$ cat config.mk
export PLATFORM = sky130hd
export DESIGN_NAME = pmc_ctrl
export DESIGN_NICKNAME = d
export VERILOG_FILES = /design/src/pmc_pkg.sv /design/src/pmc_bank_if.sv /design/src/pmc_ctrl.sv /design/src/pmc_event_bank.sv
export SDC_FILE = /design/constraint.sdc
export NUM_CORES = 2
export LEC_CHECK = 0
export BUFFER_PORTS_ARGS = -buffer_cell sky130_fd_sc_hd__buf_4
export CORE_ASPECT_RATIO = 1.4
export CORE_MARGIN = 5
export CORE_UTILIZATION = 62
export DETAILED_ROUTE_END_ITERATION = 6
export GPL_ROUTABILITY_DRIVEN = 0
export GPL_TIMING_DRIVEN = 1
export PLACE_DENSITY = 0.81
export SETUP_SLACK_MARGIN = 0.05
export SYNTH_ARGS = -nofsm -noshare
export SYNTH_HDL_FRONTEND = slang
export SYNTH_SLANG_ARGS = --single-unit
$ cat constraint.sdc
create_clock -name clk_sys -period 4.2 [get_ports clk_sys]
set_clock_uncertainty 0.2 [all_clocks]
set_input_delay 0.21 -clock clk_sys [delete_from_list [all_inputs] [get_ports clk_sys]]
set_output_delay 0.21 -clock clk_sys [all_outputs]
set_load 0.03 [all_outputs]
$ cat src/pmc_pkg.sv
// constants, field layout and helpers shared by the performance monitor control block
package pmc_pkg;
  // coprocessor transfer encoding that selects the control register
  localparam logic [3:0] CP_COPROC   = 4'hF;
  localparam logic [2:0] CP_OPC1     = 3'h0;
  localparam logic [3:0] CP_CRN      = 4'h9;
  localparam logic [3:0] CP_CRM      = 4'hC;
  localparam logic [2:0] CP_OPC2     = 3'h0;
  // privilege levels as presented on the access port
  localparam logic [1:0] EL_USER     = 2'h0;
  localparam logic [1:0] EL_KERNEL   = 2'h1;
  localparam logic [1:0] EL_HYP      = 2'h2;
  // field positions of the control register
  localparam int IMP_LSB   = 24;
  localparam int ID_LSB    = 16;
  localparam int NUM_LSB   = 11;
  localparam int LC_BIT    = 6;
  localparam int DP_BIT    = 5;
  localparam int X_BIT     = 4;
  localparam int D_BIT     = 3;
  localparam int C_BIT     = 2;
  localparam int P_BIT     = 1;
  localparam int E_BIT     = 0;
  localparam int CTRL_W    = 7;
  // value of the low control bits after reset
  localparam logic [6:0] CTRL_RST    = 7'h00;
  // cycle prescaler: one tick per 64 clocks
  localparam int PRESC_DIV = 64;
  localparam int PRESC_W   = 6;
  localparam logic [5:0] PRESC_LAST  = 6'h3F;
  // event counter bank geometry
  localparam int NUM_EVT   = 31;
  localparam int EVT_W     = 32;
  localparam int CYC_W     = 64;
  localparam int IDX_W     = 5;
  // counter index below the hypervisor partition point
  function automatic logic below_partition(input logic [4:0] idx, input logic [4:0] part);
    below_partition = (idx < part);
  endfunction
endpackage

$ cat src/pmc_bank_if.sv
// carrier between the control logic and the event counter bank
`timescale 1ns/1ps
`default_nettype none
interface pmc_bank_if;
  logic [30:0] inc;     // one increment per counter this cycle
  logic [30:0] clr;     // zero these counters this cycle
  logic [30:0] ovf;     // one-cycle overflow pulses
  logic [4:0]  rd_idx;  // counter chosen for read back
  logic [31:0] rd_data; // registered read data
  modport bank (input inc, input clr, input rd_idx, output ovf, output rd_data);
  modport ctrl (output inc, output clr, output rd_idx, input ovf, input rd_data);
endinterface
`default_nettype wire

$ cat src/pmc_ctrl.sv
// performance monitor control register, cycle counter and event counter control
`timescale 1ns/1ps
`default_nettype none
module pmc_ctrl
#(
  parameter bit         HYP_IMPL         = 1'b1,  // hypervisor level present
  parameter bit         EVBUS_IMPL       = 1'b1,  // event export bus present
  parameter logic [7:0] IMPLEMENTER_CODE = 8'h5A, // arbitrary value
  parameter logic [7:0] PART_IDENT_CODE  = 8'hA5, // arbitrary value
  parameter logic [4:0] NUM_COUNTERS     = 5'h1F  // implemented event counters
)
(
  input  wire logic        clk_sys,
  input  wire logic        reset,
  input  wire logic        cp_valid,
  input  wire logic        cp_write,
  input  wire logic [3:0]  cp_coproc,
  input  wire logic [2:0]  cp_opc1,
  input  wire logic [3:0]  cp_crn,
  input  wire logic [3:0]  cp_crm,
  input  wire logic [2:0]  cp_opc2,
  input  wire logic [1:0]  cp_el,
  input  wire logic [31:0] cp_wdata,
  output var  logic        cp_done,
  output var  logic [31:0] cp_rdata,
  output var  logic        cp_trap_undef,
  output var  logic        cp_trap_hyp,
  input  wire logic        ext_wr,
  input  wire logic [6:0]  ext_wdata,
  output var  logic [6:0]  ext_rdata,
  input  wire logic        user_access_enable,
  input  wire logic        hyp_trap_monitor_access,
  input  wire logic        hyp_trap_control_access,
  input  wire logic        hyp_trap_primary_nine,
  input  wire logic [4:0]  hyp_counter_partition,
  input  wire logic        hyp_prohibit_counting,
  input  wire logic        count_prohibit,
  input  wire logic [31:0] counter_enable_set,
  input  wire logic [30:0] event_pulse,
  input  wire logic [31:0] overflow_clear,
  input  wire logic [4:0]  evt_rd_idx,
  output var  logic [31:0] evt_rd_data,
  output var  logic [63:0] cycle_counter,
  output var  logic [31:0] overflow_status,
  output var  logic [30:0] event_export
);
  pmc_bank_if bank_bus ();  // link to the counter bank

  // state registers
  logic [6:0]  ctrl_r;       // long-cycle, dp, export, divider, 0, 0, enable
  logic [6:0]  ctrl_nxt;
  logic [63:0] cc_r;         // cycle counter
  logic [63:0] cc_nxt;
  logic [5:0]  presc_r;      // divide-by-64 prescaler
  logic [31:0] ovf_r;        // overflow status flags
  logic [30:0] export_r;     // exported event pulses
  logic [31:0] rdata_r;
  logic        done_r;
  logic        undef_r;
  logic        hyp_r;
  logic [6:0]  ext_rd_r;

  // access decode
  wire enc_hit = cp_valid && cp_coproc == pmc_pkg::CP_COPROC && cp_opc1 == pmc_pkg::CP_OPC1
                 && cp_crn == pmc_pkg::CP_CRN && cp_crm == pmc_pkg::CP_CRM
                 && cp_opc2 == pmc_pkg::CP_OPC2;
  wire lower_el  = (cp_el != pmc_pkg::EL_HYP);
  // an unknown encoding is answered as undefined so the core never hangs
  wire trap_undef = cp_valid && (!enc_hit || (cp_el == pmc_pkg::EL_USER
                    && !user_access_enable));
  wire trap_hyp   = enc_hit && !trap_undef && HYP_IMPL && lower_el
                    && (hyp_trap_monitor_access || hyp_trap_control_access
                    || hyp_trap_primary_nine);
  wire acc_ok = enc_hit && !trap_undef && !trap_hyp;
  wire cp_wr  = acc_ok && cp_write;
  wire cp_rd  = acc_ok && !cp_write;

  // shared low bits: core write wins over a debug write in the same cycle
  wire       ctrl_wen   = cp_wr || ext_wr;
  wire [6:0] ctrl_wdata = cp_wr ? cp_wdata[6:0] : ext_wdata;
  wire [6:0] ctrl_wmask = {1'b1, HYP_IMPL, EVBUS_IMPL, 1'b1, 1'b0, 1'b0, 1'b1};
  assign ctrl_nxt = ctrl_wen ? (ctrl_wdata & ctrl_wmask) : ctrl_r;

  wire lc = ctrl_r[pmc_pkg::LC_BIT];
  wire dp = ctrl_r[pmc_pkg::DP_BIT];
  wire xe = ctrl_r[pmc_pkg::X_BIT];
  wire dv = ctrl_r[pmc_pkg::D_BIT];
  wire en = ctrl_r[pmc_pkg::E_BIT];

  // clear strobes; a debug write acts with full scope like the hypervisor
  wire cyc_clear = ctrl_wen && ctrl_wdata[pmc_pkg::C_BIT];
  wire evt_clear = ctrl_wen && ctrl_wdata[pmc_pkg::P_BIT];
  wire clr_lower = cp_wr && lower_el && HYP_IMPL;

  // per event counter masks
  logic [30:0] impl_m;
  logic [30:0] part_m;
  logic [30:0] prohib_m;
  logic [30:0] run_m;
  genvar gi;
  generate
    for (gi = 0; gi < pmc_pkg::NUM_EVT; gi++)
    begin : g_evt
      assign impl_m[gi]   = pmc_pkg::below_partition(5'(gi), NUM_COUNTERS);
      assign part_m[gi]   = pmc_pkg::below_partition(5'(gi), hyp_counter_partition);
      // the hypervisor prohibition blocks partitioned counters only while the global enable is set
      assign prohib_m[gi] = count_prohibit || (HYP_IMPL && hyp_prohibit_counting
                            && en && part_m[gi]);
      // reserved counters ignore the global enable
      assign run_m[gi]    = impl_m[gi] && counter_enable_set[gi] && !prohib_m[gi]
                            && (en || (HYP_IMPL && !part_m[gi]));
      assign bank_bus.clr[gi] = evt_clear && impl_m[gi]
                                && (!clr_lower || part_m[gi]);
    end
  endgenerate
  assign bank_bus.inc    = run_m & event_pulse;
  assign bank_bus.rd_idx = evt_rd_idx;

  // cycle counter control
  wire cyc_prohib = count_prohibit || (HYP_IMPL && hyp_prohibit_counting && en);
  wire cyc_run    = en && counter_enable_set[31] && !(dp && cyc_prohib);
  // long-cycle overrides the divider, so the prescaler has no effect then
  wire cyc_tick   = lc || !dv || (presc_r == pmc_pkg::PRESC_LAST);
  wire cyc_inc    = cyc_run && cyc_tick;
  wire [63:0] cc_plus = cc_r + 64'h1;
  wire cyc_wrap   = lc ? (cc_r[63] && !cc_plus[63]) : (cc_r[31] && !cc_plus[31]);
  wire cyc_ovf    = cyc_inc && !cyc_clear && cyc_wrap;
  assign cc_nxt   = cyc_clear ? 64'h0 : (cyc_inc ? cc_plus : cc_r);

  // overflow flags: hardware set beats a software clear; the clear strobes leave them
  // alone, and the export bit is deliberately absent from this path
  wire [31:0] ovf_set = {cyc_ovf, bank_bus.ovf};
  wire [31:0] ovf_nxt = ovf_set | (ovf_r & ~overflow_clear);

  // event export gated by enable and prohibition
  wire [30:0] export_nxt = (EVBUS_IMPL && xe) ? (event_pulse & impl_m & ~prohib_m)
                           : 31'h0;

  // read data; clear bits are never stored, so they read as zero
  wire [4:0]  n_read   = (HYP_IMPL && lower_el) ? hyp_counter_partition : NUM_COUNTERS;
  wire [31:0] rd_value = {IMPLEMENTER_CODE, PART_IDENT_CODE, n_read, 4'h0, ctrl_r};

  // control bits and debug mirror
  always_ff @(posedge clk_sys)
  begin
    if (reset)
    begin
      ctrl_r   <= pmc_pkg::CTRL_RST;
      ext_rd_r <= pmc_pkg::CTRL_RST;
    end
    else
    begin
      ctrl_r   <= ctrl_nxt;
      ext_rd_r <= ctrl_nxt;
    end
  end

  // cycle counter and prescaler; prescaler only moves while counting is on
  always_ff @(posedge clk_sys)
  begin
    if (reset)
    begin
      cc_r    <= 64'h0;
      presc_r <= 6'h0;
    end
    else
    begin
      cc_r    <= cc_nxt;
      presc_r <= cyc_run ? presc_r + 6'h1 : presc_r;
    end
  end

  // status and export registers
  always_ff @(posedge clk_sys)
  begin
    if (reset)
    begin
      ovf_r    <= 32'h0;
      export_r <= 31'h0;
    end
    else
    begin
      ovf_r    <= ovf_nxt;
      export_r <= export_nxt;
    end
  end

  // access answer, one cycle after the request
  always_ff @(posedge clk_sys)
  begin
    if (reset)
    begin
      rdata_r <= 32'h0;
      done_r  <= 1'b0;
      undef_r <= 1'b0;
      hyp_r   <= 1'b0;
    end
    else
    begin
      rdata_r <= cp_rd ? rd_value : 32'h0;
      done_r  <= cp_valid;
      undef_r <= trap_undef;
      hyp_r   <= trap_hyp;
    end
  end

  pmc_event_bank u_bank
  (
    .clk_sys (clk_sys),
    .reset   (reset),
    .bus     (bank_bus)
  );

  assign cp_done         = done_r;
  assign cp_rdata        = rdata_r;
  assign cp_trap_undef   = undef_r;
  assign cp_trap_hyp     = hyp_r;
  assign ext_rdata       = ext_rd_r;
  assign evt_rd_data     = bank_bus.rd_data;
  assign cycle_counter   = cc_r;
  assign overflow_status = ovf_r;
  assign event_export    = export_r;

  // checks
  // implementer field on every successful read
  imp_field_a: assert property (@(posedge clk_sys) disable iff (reset)
    $past(cp_rd) |-> cp_rdata[31:24] == IMPLEMENTER_CODE)
    else $error("implementer code wrong");
  // identification field on every successful read
  id_field_a: assert property (@(posedge clk_sys) disable iff (reset)
    $past(cp_rd) |-> cp_rdata[23:16] == PART_IDENT_CODE)
    else $error("identification code wrong");
  // lower levels see the partition, not the implemented count
  n_partition_a: assert property (@(posedge clk_sys) disable iff (reset)
    cp_rd && lower_el && HYP_IMPL |=> cp_rdata[15:11] == $past(hyp_counter_partition))
    else $error("lower level count not partition");
  // short overflow flags the bit 31 wrap
  wrap_low_a: assert property (@(posedge clk_sys) disable iff (reset)
    cyc_inc && !lc && !cyc_clear && cc_r[31:0] == 32'hFFFFFFFF |=> overflow_status[31])
    else $error("cycle overflow at bit 31 missed");
  // cycle counter frozen while prohibited with dp set
  dp_stop_a: assert property (@(posedge clk_sys) disable iff (reset)
    dp && cyc_prohib && !cyc_clear |=> cycle_counter == $past(cycle_counter))
    else $error("cycle counter ran while prohibited");
  // export bit off means a silent event bus
  x_off_a: assert property (@(posedge clk_sys) disable iff (reset)
    !xe |=> event_export == 31'h0)
    else $error("event exported while export off");
  // count_prohibit silences the whole event bus
  no_export_a: assert property (@(posedge clk_sys) disable iff (reset)
    count_prohibit |=> event_export == 31'h0)
    else $error("event exported while prohibited");
  // divided ticks only on the last prescaler step
  div_tick_a: assert property (@(posedge clk_sys) disable iff (reset)
    cyc_inc && dv && !lc |-> presc_r == pmc_pkg::PRESC_LAST)
    else $error("divided cycle tick off phase");
  // long cycle mode counts every running clock
  lc_every_a: assert property (@(posedge clk_sys) disable iff (reset)
    cyc_run && lc && !cyc_clear |=> cycle_counter == $past(cycle_counter) + 64'h1)
    else $error("long cycle count skipped");
  // cycle clear lands next edge, clear bits never read back
  cyc_clear_a: assert property (@(posedge clk_sys) disable iff (reset)
    cyc_clear |=> cycle_counter == 64'h0 ##1 cp_rdata[2:1] == 2'h0)
    else $error("cycle clear failed");
  // cycle clear leaves the cycle overflow flag alone
  clr_keeps_a: assert property (@(posedge clk_sys) disable iff (reset)
    cyc_clear && !overflow_clear[31] |=> overflow_status[31] == $past(ovf_r[31]))
    else $error("cycle clear touched overflow");
  // global enable off holds the cycle counter
  cyc_hold_a: assert property (@(posedge clk_sys) disable iff (reset)
    !en && !cyc_clear |=> cycle_counter == $past(cycle_counter))
    else $error("cycle counter ran with enable off");
  // user access without permission is undefined, never a hyp trap
  user_trap_a: assert property (@(posedge clk_sys) disable iff (reset)
    enc_hit && cp_el == pmc_pkg::EL_USER && !user_access_enable
    |=> cp_trap_undef && !cp_trap_hyp)
    else $error("user access not trapped");
  // a trapped access must not change the control bits
  trap_quiet_a: assert property (@(posedge clk_sys) disable iff (reset)
    (trap_undef || trap_hyp) && !ext_wr |=> ctrl_r == $past(ctrl_r))
    else $error("trapped access changed control");
  // debug copy tracks the low control bits
  debug_copy_a: assert property (@(posedge clk_sys) disable iff (reset)
    ext_rdata == ctrl_r)
    else $error("debug copy diverged");
endmodule
`default_nettype wire

$ cat src/pmc_event_bank.sv
// bank of 31 event counters with registered read port and overflow pulses
`timescale 1ns/1ps
`default_nettype none
module pmc_event_bank
(
  input  wire logic clk_sys,
  input  wire logic reset,
  pmc_bank_if.bank  bus
);
  logic [31:0] cnt_r [31];  // counter storage
  logic [30:0] ovf_r;       // overflow pulses
  logic [31:0] rd_r;        // read data register

  // clear wins over increment so a reset is never undone in the same cycle
  always_ff @(posedge clk_sys)
  begin
    for (int i = 0; i < pmc_pkg::NUM_EVT; i++)
    begin
      if (reset || bus.clr[i])
        cnt_r[i] <= 32'h0;
      else if (bus.inc[i])
        cnt_r[i] <= cnt_r[i] + 32'h1;
    end
  end

  // overflow on all-ones wrap, a clear suppresses it
  always_ff @(posedge clk_sys)
  begin
    for (int i = 0; i < pmc_pkg::NUM_EVT; i++)
    begin
      if (reset)
        ovf_r[i] <= 1'b0;
      else
        ovf_r[i] <= bus.inc[i] & ~bus.clr[i] & (cnt_r[i] == 32'hFFFFFFFF);
    end
  end

  // read port, index 31 and above reads zero
  always_ff @(posedge clk_sys)
  begin
    if (reset)
      rd_r <= 32'h0;
    else if (bus.rd_idx < 5'h1F)
      rd_r <= cnt_r[bus.rd_idx];
    else
      rd_r <= 32'h0;
  end

  assign bus.ovf     = ovf_r;
  assign bus.rd_data = rd_r;
endmodule
`default_nettype wire

==> results list <==
* Die footprint: 121000 um^2
- Counting along the longest clock path gives a buffer depth of 3.
- Initial Util: 62.5%
* Post-synth top area share: 42.2%
* EDFF count, synth: 992
- For this design the top-level I/O count stands at 376.
* Number of antenna violations at the first check in global routing: 16
- Area Growth Syn to Fin: 14.0%
- The initialized floorplan defines 146 standard-cell rows.
- Failing checks: design-rule violations
* Post-CTS sizing: 0
* Post-detailed-route via-to-cell ratio: 6.83
- Of the available clock period, the critical path in the final layout requires 87.2%.
- Setup bufs post-CTS: 0
- Mapped Cells: 6773
- For this run, asynchronously set or reset flops after synthesis account for 0%.
- Cells with a size suffix above 1 make up 14.1% of the layout.
- Latest clock arrival within the worst-skew pair: 0.76 ns
- Clock transition time at the flip-flop clock pins of the worst setup and hold paths: 0.07 ns
- The core region is 113000 um^2.
- GR Layer Usage met1: 42.1%
* Cell chosen for the clock root: clkbuf_16
- Arrival @ worst endpoint: 3.90 ns
- Final critical delay including setup and external delays: 3.66 ns
- Peak supply drop: 0.353 mV
- Layout fillers: 7612
- Startpoint kind of the worst setup timing path: input pin
- Counting distinct cell types in the post-synthesis netlist gives 71.
- Largest fanout on the critical path: 33
- For this design the ratio of total power to cell area is 360 nW/um^2.
* Biggest area contributors in the synthesized netlist: edfxtp_1 42%, mux4_2 8.2%, dfxtp_1 6.1%, xnor2_1 5.9%, xor2_1 5.6%
* CTS tree: built
- Flop and latch count out of synthesis: 1207
- The via count of the first global-routing pass is 57200.
* Setup repair after global routing missed its margin: false
- The run finished, with violations left.
- Data on the critical path is required at its endpoint by 4.43 ns.
- Summed over all layers, the global routing overflow is 0.
- The die is 295 um wide.
* Setup Crit Path Kind: in -> reg
* Max-cap violations: 0
- Actual slew at the worst max-slew pin: 1.28 ns
- Cell type contributing the most total cell area after synthesis: edfxtp_1
* First-pass detailed-route iteration total: 7
- Detailed-route wire length per cell: 26.5 um
- Global router's overall resource usage: 37.0%
* Multi-input logic area: 34200 um^2
- The die is 409 um tall.
* Count of buffers from port buffering: 334
* Top flip-flop cell by instance count after synthesis: edfxtp_1
* Worst slew slack as a fraction of its limit: 14.4%
* Total number of vias: 59600
* Leakage power figure: 26.7 nW
* Final sum of negative setup slack: 0 ns
- Based on the critical path, the design can be clocked at up to 273 MHz.
- In this run the number of H-tree levels came out at 3.
- For this run, global-route usage on met3 was measured as 9.07%.
* Minimum hold slack: 0.0374 ns
- DRT antenna net count: 0
- The worst setup path is captured at a register.
- Total Wirelength: 231000 um
- Final count of negative-setup-slack endpoints: 0
- Wire length of the first global-routing pass: 344000 um
- Number of hold violations in the final report: 0
- Top Usage Layer GRT: met2
- Maximum number of pins on one net before global-route repair: 87
- Number of clock sinks: 1207
- Yosys printed 0 warnings.
- Count of routing violations after the opening detailed-route iteration: 8430
* Proportion of synthesized chip area in sequential cells: 48.3%
* FF/Latch Area: 34100 um^2
* Fraction of met2 tracks used by global routing: 59.2%
- The count of pins over their slew limit was 0.
* Type of the most critical hold path: in -> reg
- In the routed design, unresolved DRC markers number 34.
- TritonCTS Buffers: 117
- Detail Placement HPWL: 167000 um
* Post-Syn Area per Cell: 10.4 um^2
- The most common cell in the synthesized netlist is edfxtp_1.
- The cell area that synthesis handed to floorplanning was 70600 um^2.
- Most instantiated cells after synthesis: 992 x edfxtp_1, 902 x nor2_1, 476 x xnor2_1, 473 x nor3_1, 450 x xor2_1
- The final layout contains 7336 nets.
-- kinds of logic (layout without fill, tap and decap cells) --
family,after synthesis,after routing,share of synthesized area (%)
buffers and inverters,631,1074,3.53
and+or+nand+nor,3225,3225,23.2
other,1,32,0.00531
adders and majority gates,35,35,0.620
DFF,1207,1207,48.3
AOI/OAI and AO/OA,400,400,3.39
muxes,348,348,9.52
xor gates and xnor gates,926,926,11.5
-- power by group --
part,switching (mW),internal [mW]
logic,1.76,1.17
clock network,5.00,6.55
registers,0.922,13.6
-- path summary, 6_finish.rpt --
| path | start | to | slack [ns] | depth (start not counted) |
|---|---|---|---|---|
| max | hyp_trap_primary_nine | u_bank.cnt_r[1][29]$_SDFFCE_PN0P_ | 0.54 | 10 |
| min reg2reg | u_bank.bus.ovf[7]$_SDFF_PP0_ | overflow_status[7]$_SDFF_PP0_ | 0.25 | 2 |
| max reg2reg | ctrl_r[0]$_SDFFE_PP0P_ | u_bank.bus.ovf[25]$_SDFF_PP0_ | 0.77 | 5 |
| min | counter_enable_set[16] | u_bank.cnt_r[16][1]$_SDFFCE_PN0P_ | 0.04 | 4 |
-- worst max-delay path, stage by stage --
cell and delay, ns:
dlygate4sd3_1 0.55, buf_4 0.11, nor3_1 0.03, dlygate4sd3_1 0.54
buf_4 0.17, o211a_1 0.27, a21boi_2 0.65, buf_4 0.28
or4_1 0.93, nor2_1 0.15
-- cell type report --
cell class,count,share of cell area [%]
Multi-Input combinational cell,4950,42.5
Sequential cell,1207,42.3
Timing Repair Buffer,636,6.58
Clock buffer,160,4.39
Tap cell,1480,2.30
Inverter,214,0.998
Clock inverter,64,0.836
Antenna cell,16,0.0497
-- metal layers --
metal / wire (um) / vias to the layer above
met5: 13 / -
met4: 24800 / 2
met3: 26300 / 1092
met2: 107000 / 4293
met1: 72500 / 28500
li1: - / 25700
-- layout by cell type (no fill, tap or decap), types with 121 or more instances in the layout --
cell type,netlist,routed
a21oi_1,122,122
and3_1,131,131
and4_1,121,121
buf_4,23,476
clkbuf_16,0,129
dfxtp_1,215,215
dlygate4sd3_1,0,146
edfxtp_1,992,992
inv_1,213,214
mux4_2,256,256
nand2_1,413,413
nand3_1,402,402
nand4_1,292,292
nor2_1,902,901
nor3_1,473,471
nor4_1,187,184
o21ai_0,152,151
xnor2_1,476,476
xor2_1,450,450
-- stage by stage --
step	worst slack [ns]	cell area, um^2	util, %	power [mW]	std cells
detailed placement	0.831	74800	66.2	17.4	8341
global route	0.467	80500	71.2	29.6	8714
floorplan	0.795	70700	-	16.1	6788
global placement	0.861	74800	66.2	17.3	8341
finish	0.538	80500	71.2	29.0	8727
CTS	0.706	80500	71.2	28.8	8711
-- state kept, by name, summed over array words and instances (netlist names) --
register,cells
u_bank.cnt_r,992
cp_rdata,11
event_export,31
cp_done,1
ctrl_r,5
cp_trap_hyp,1
cp_trap_undef,1
cycle_counter,64
overflow_status,32
u_bank.bus.ovf,31
u_bank.bus.rd_data,32
presc_r,6
-- repair_timing --
item / in CTS / in global routing
endpoints found under the hold margin: 141 / 0
endpoints found under the setup margin: 0 / 0
hold buffers: 146 / 0
Note: power is estimated with default switching activity, not from simulation.
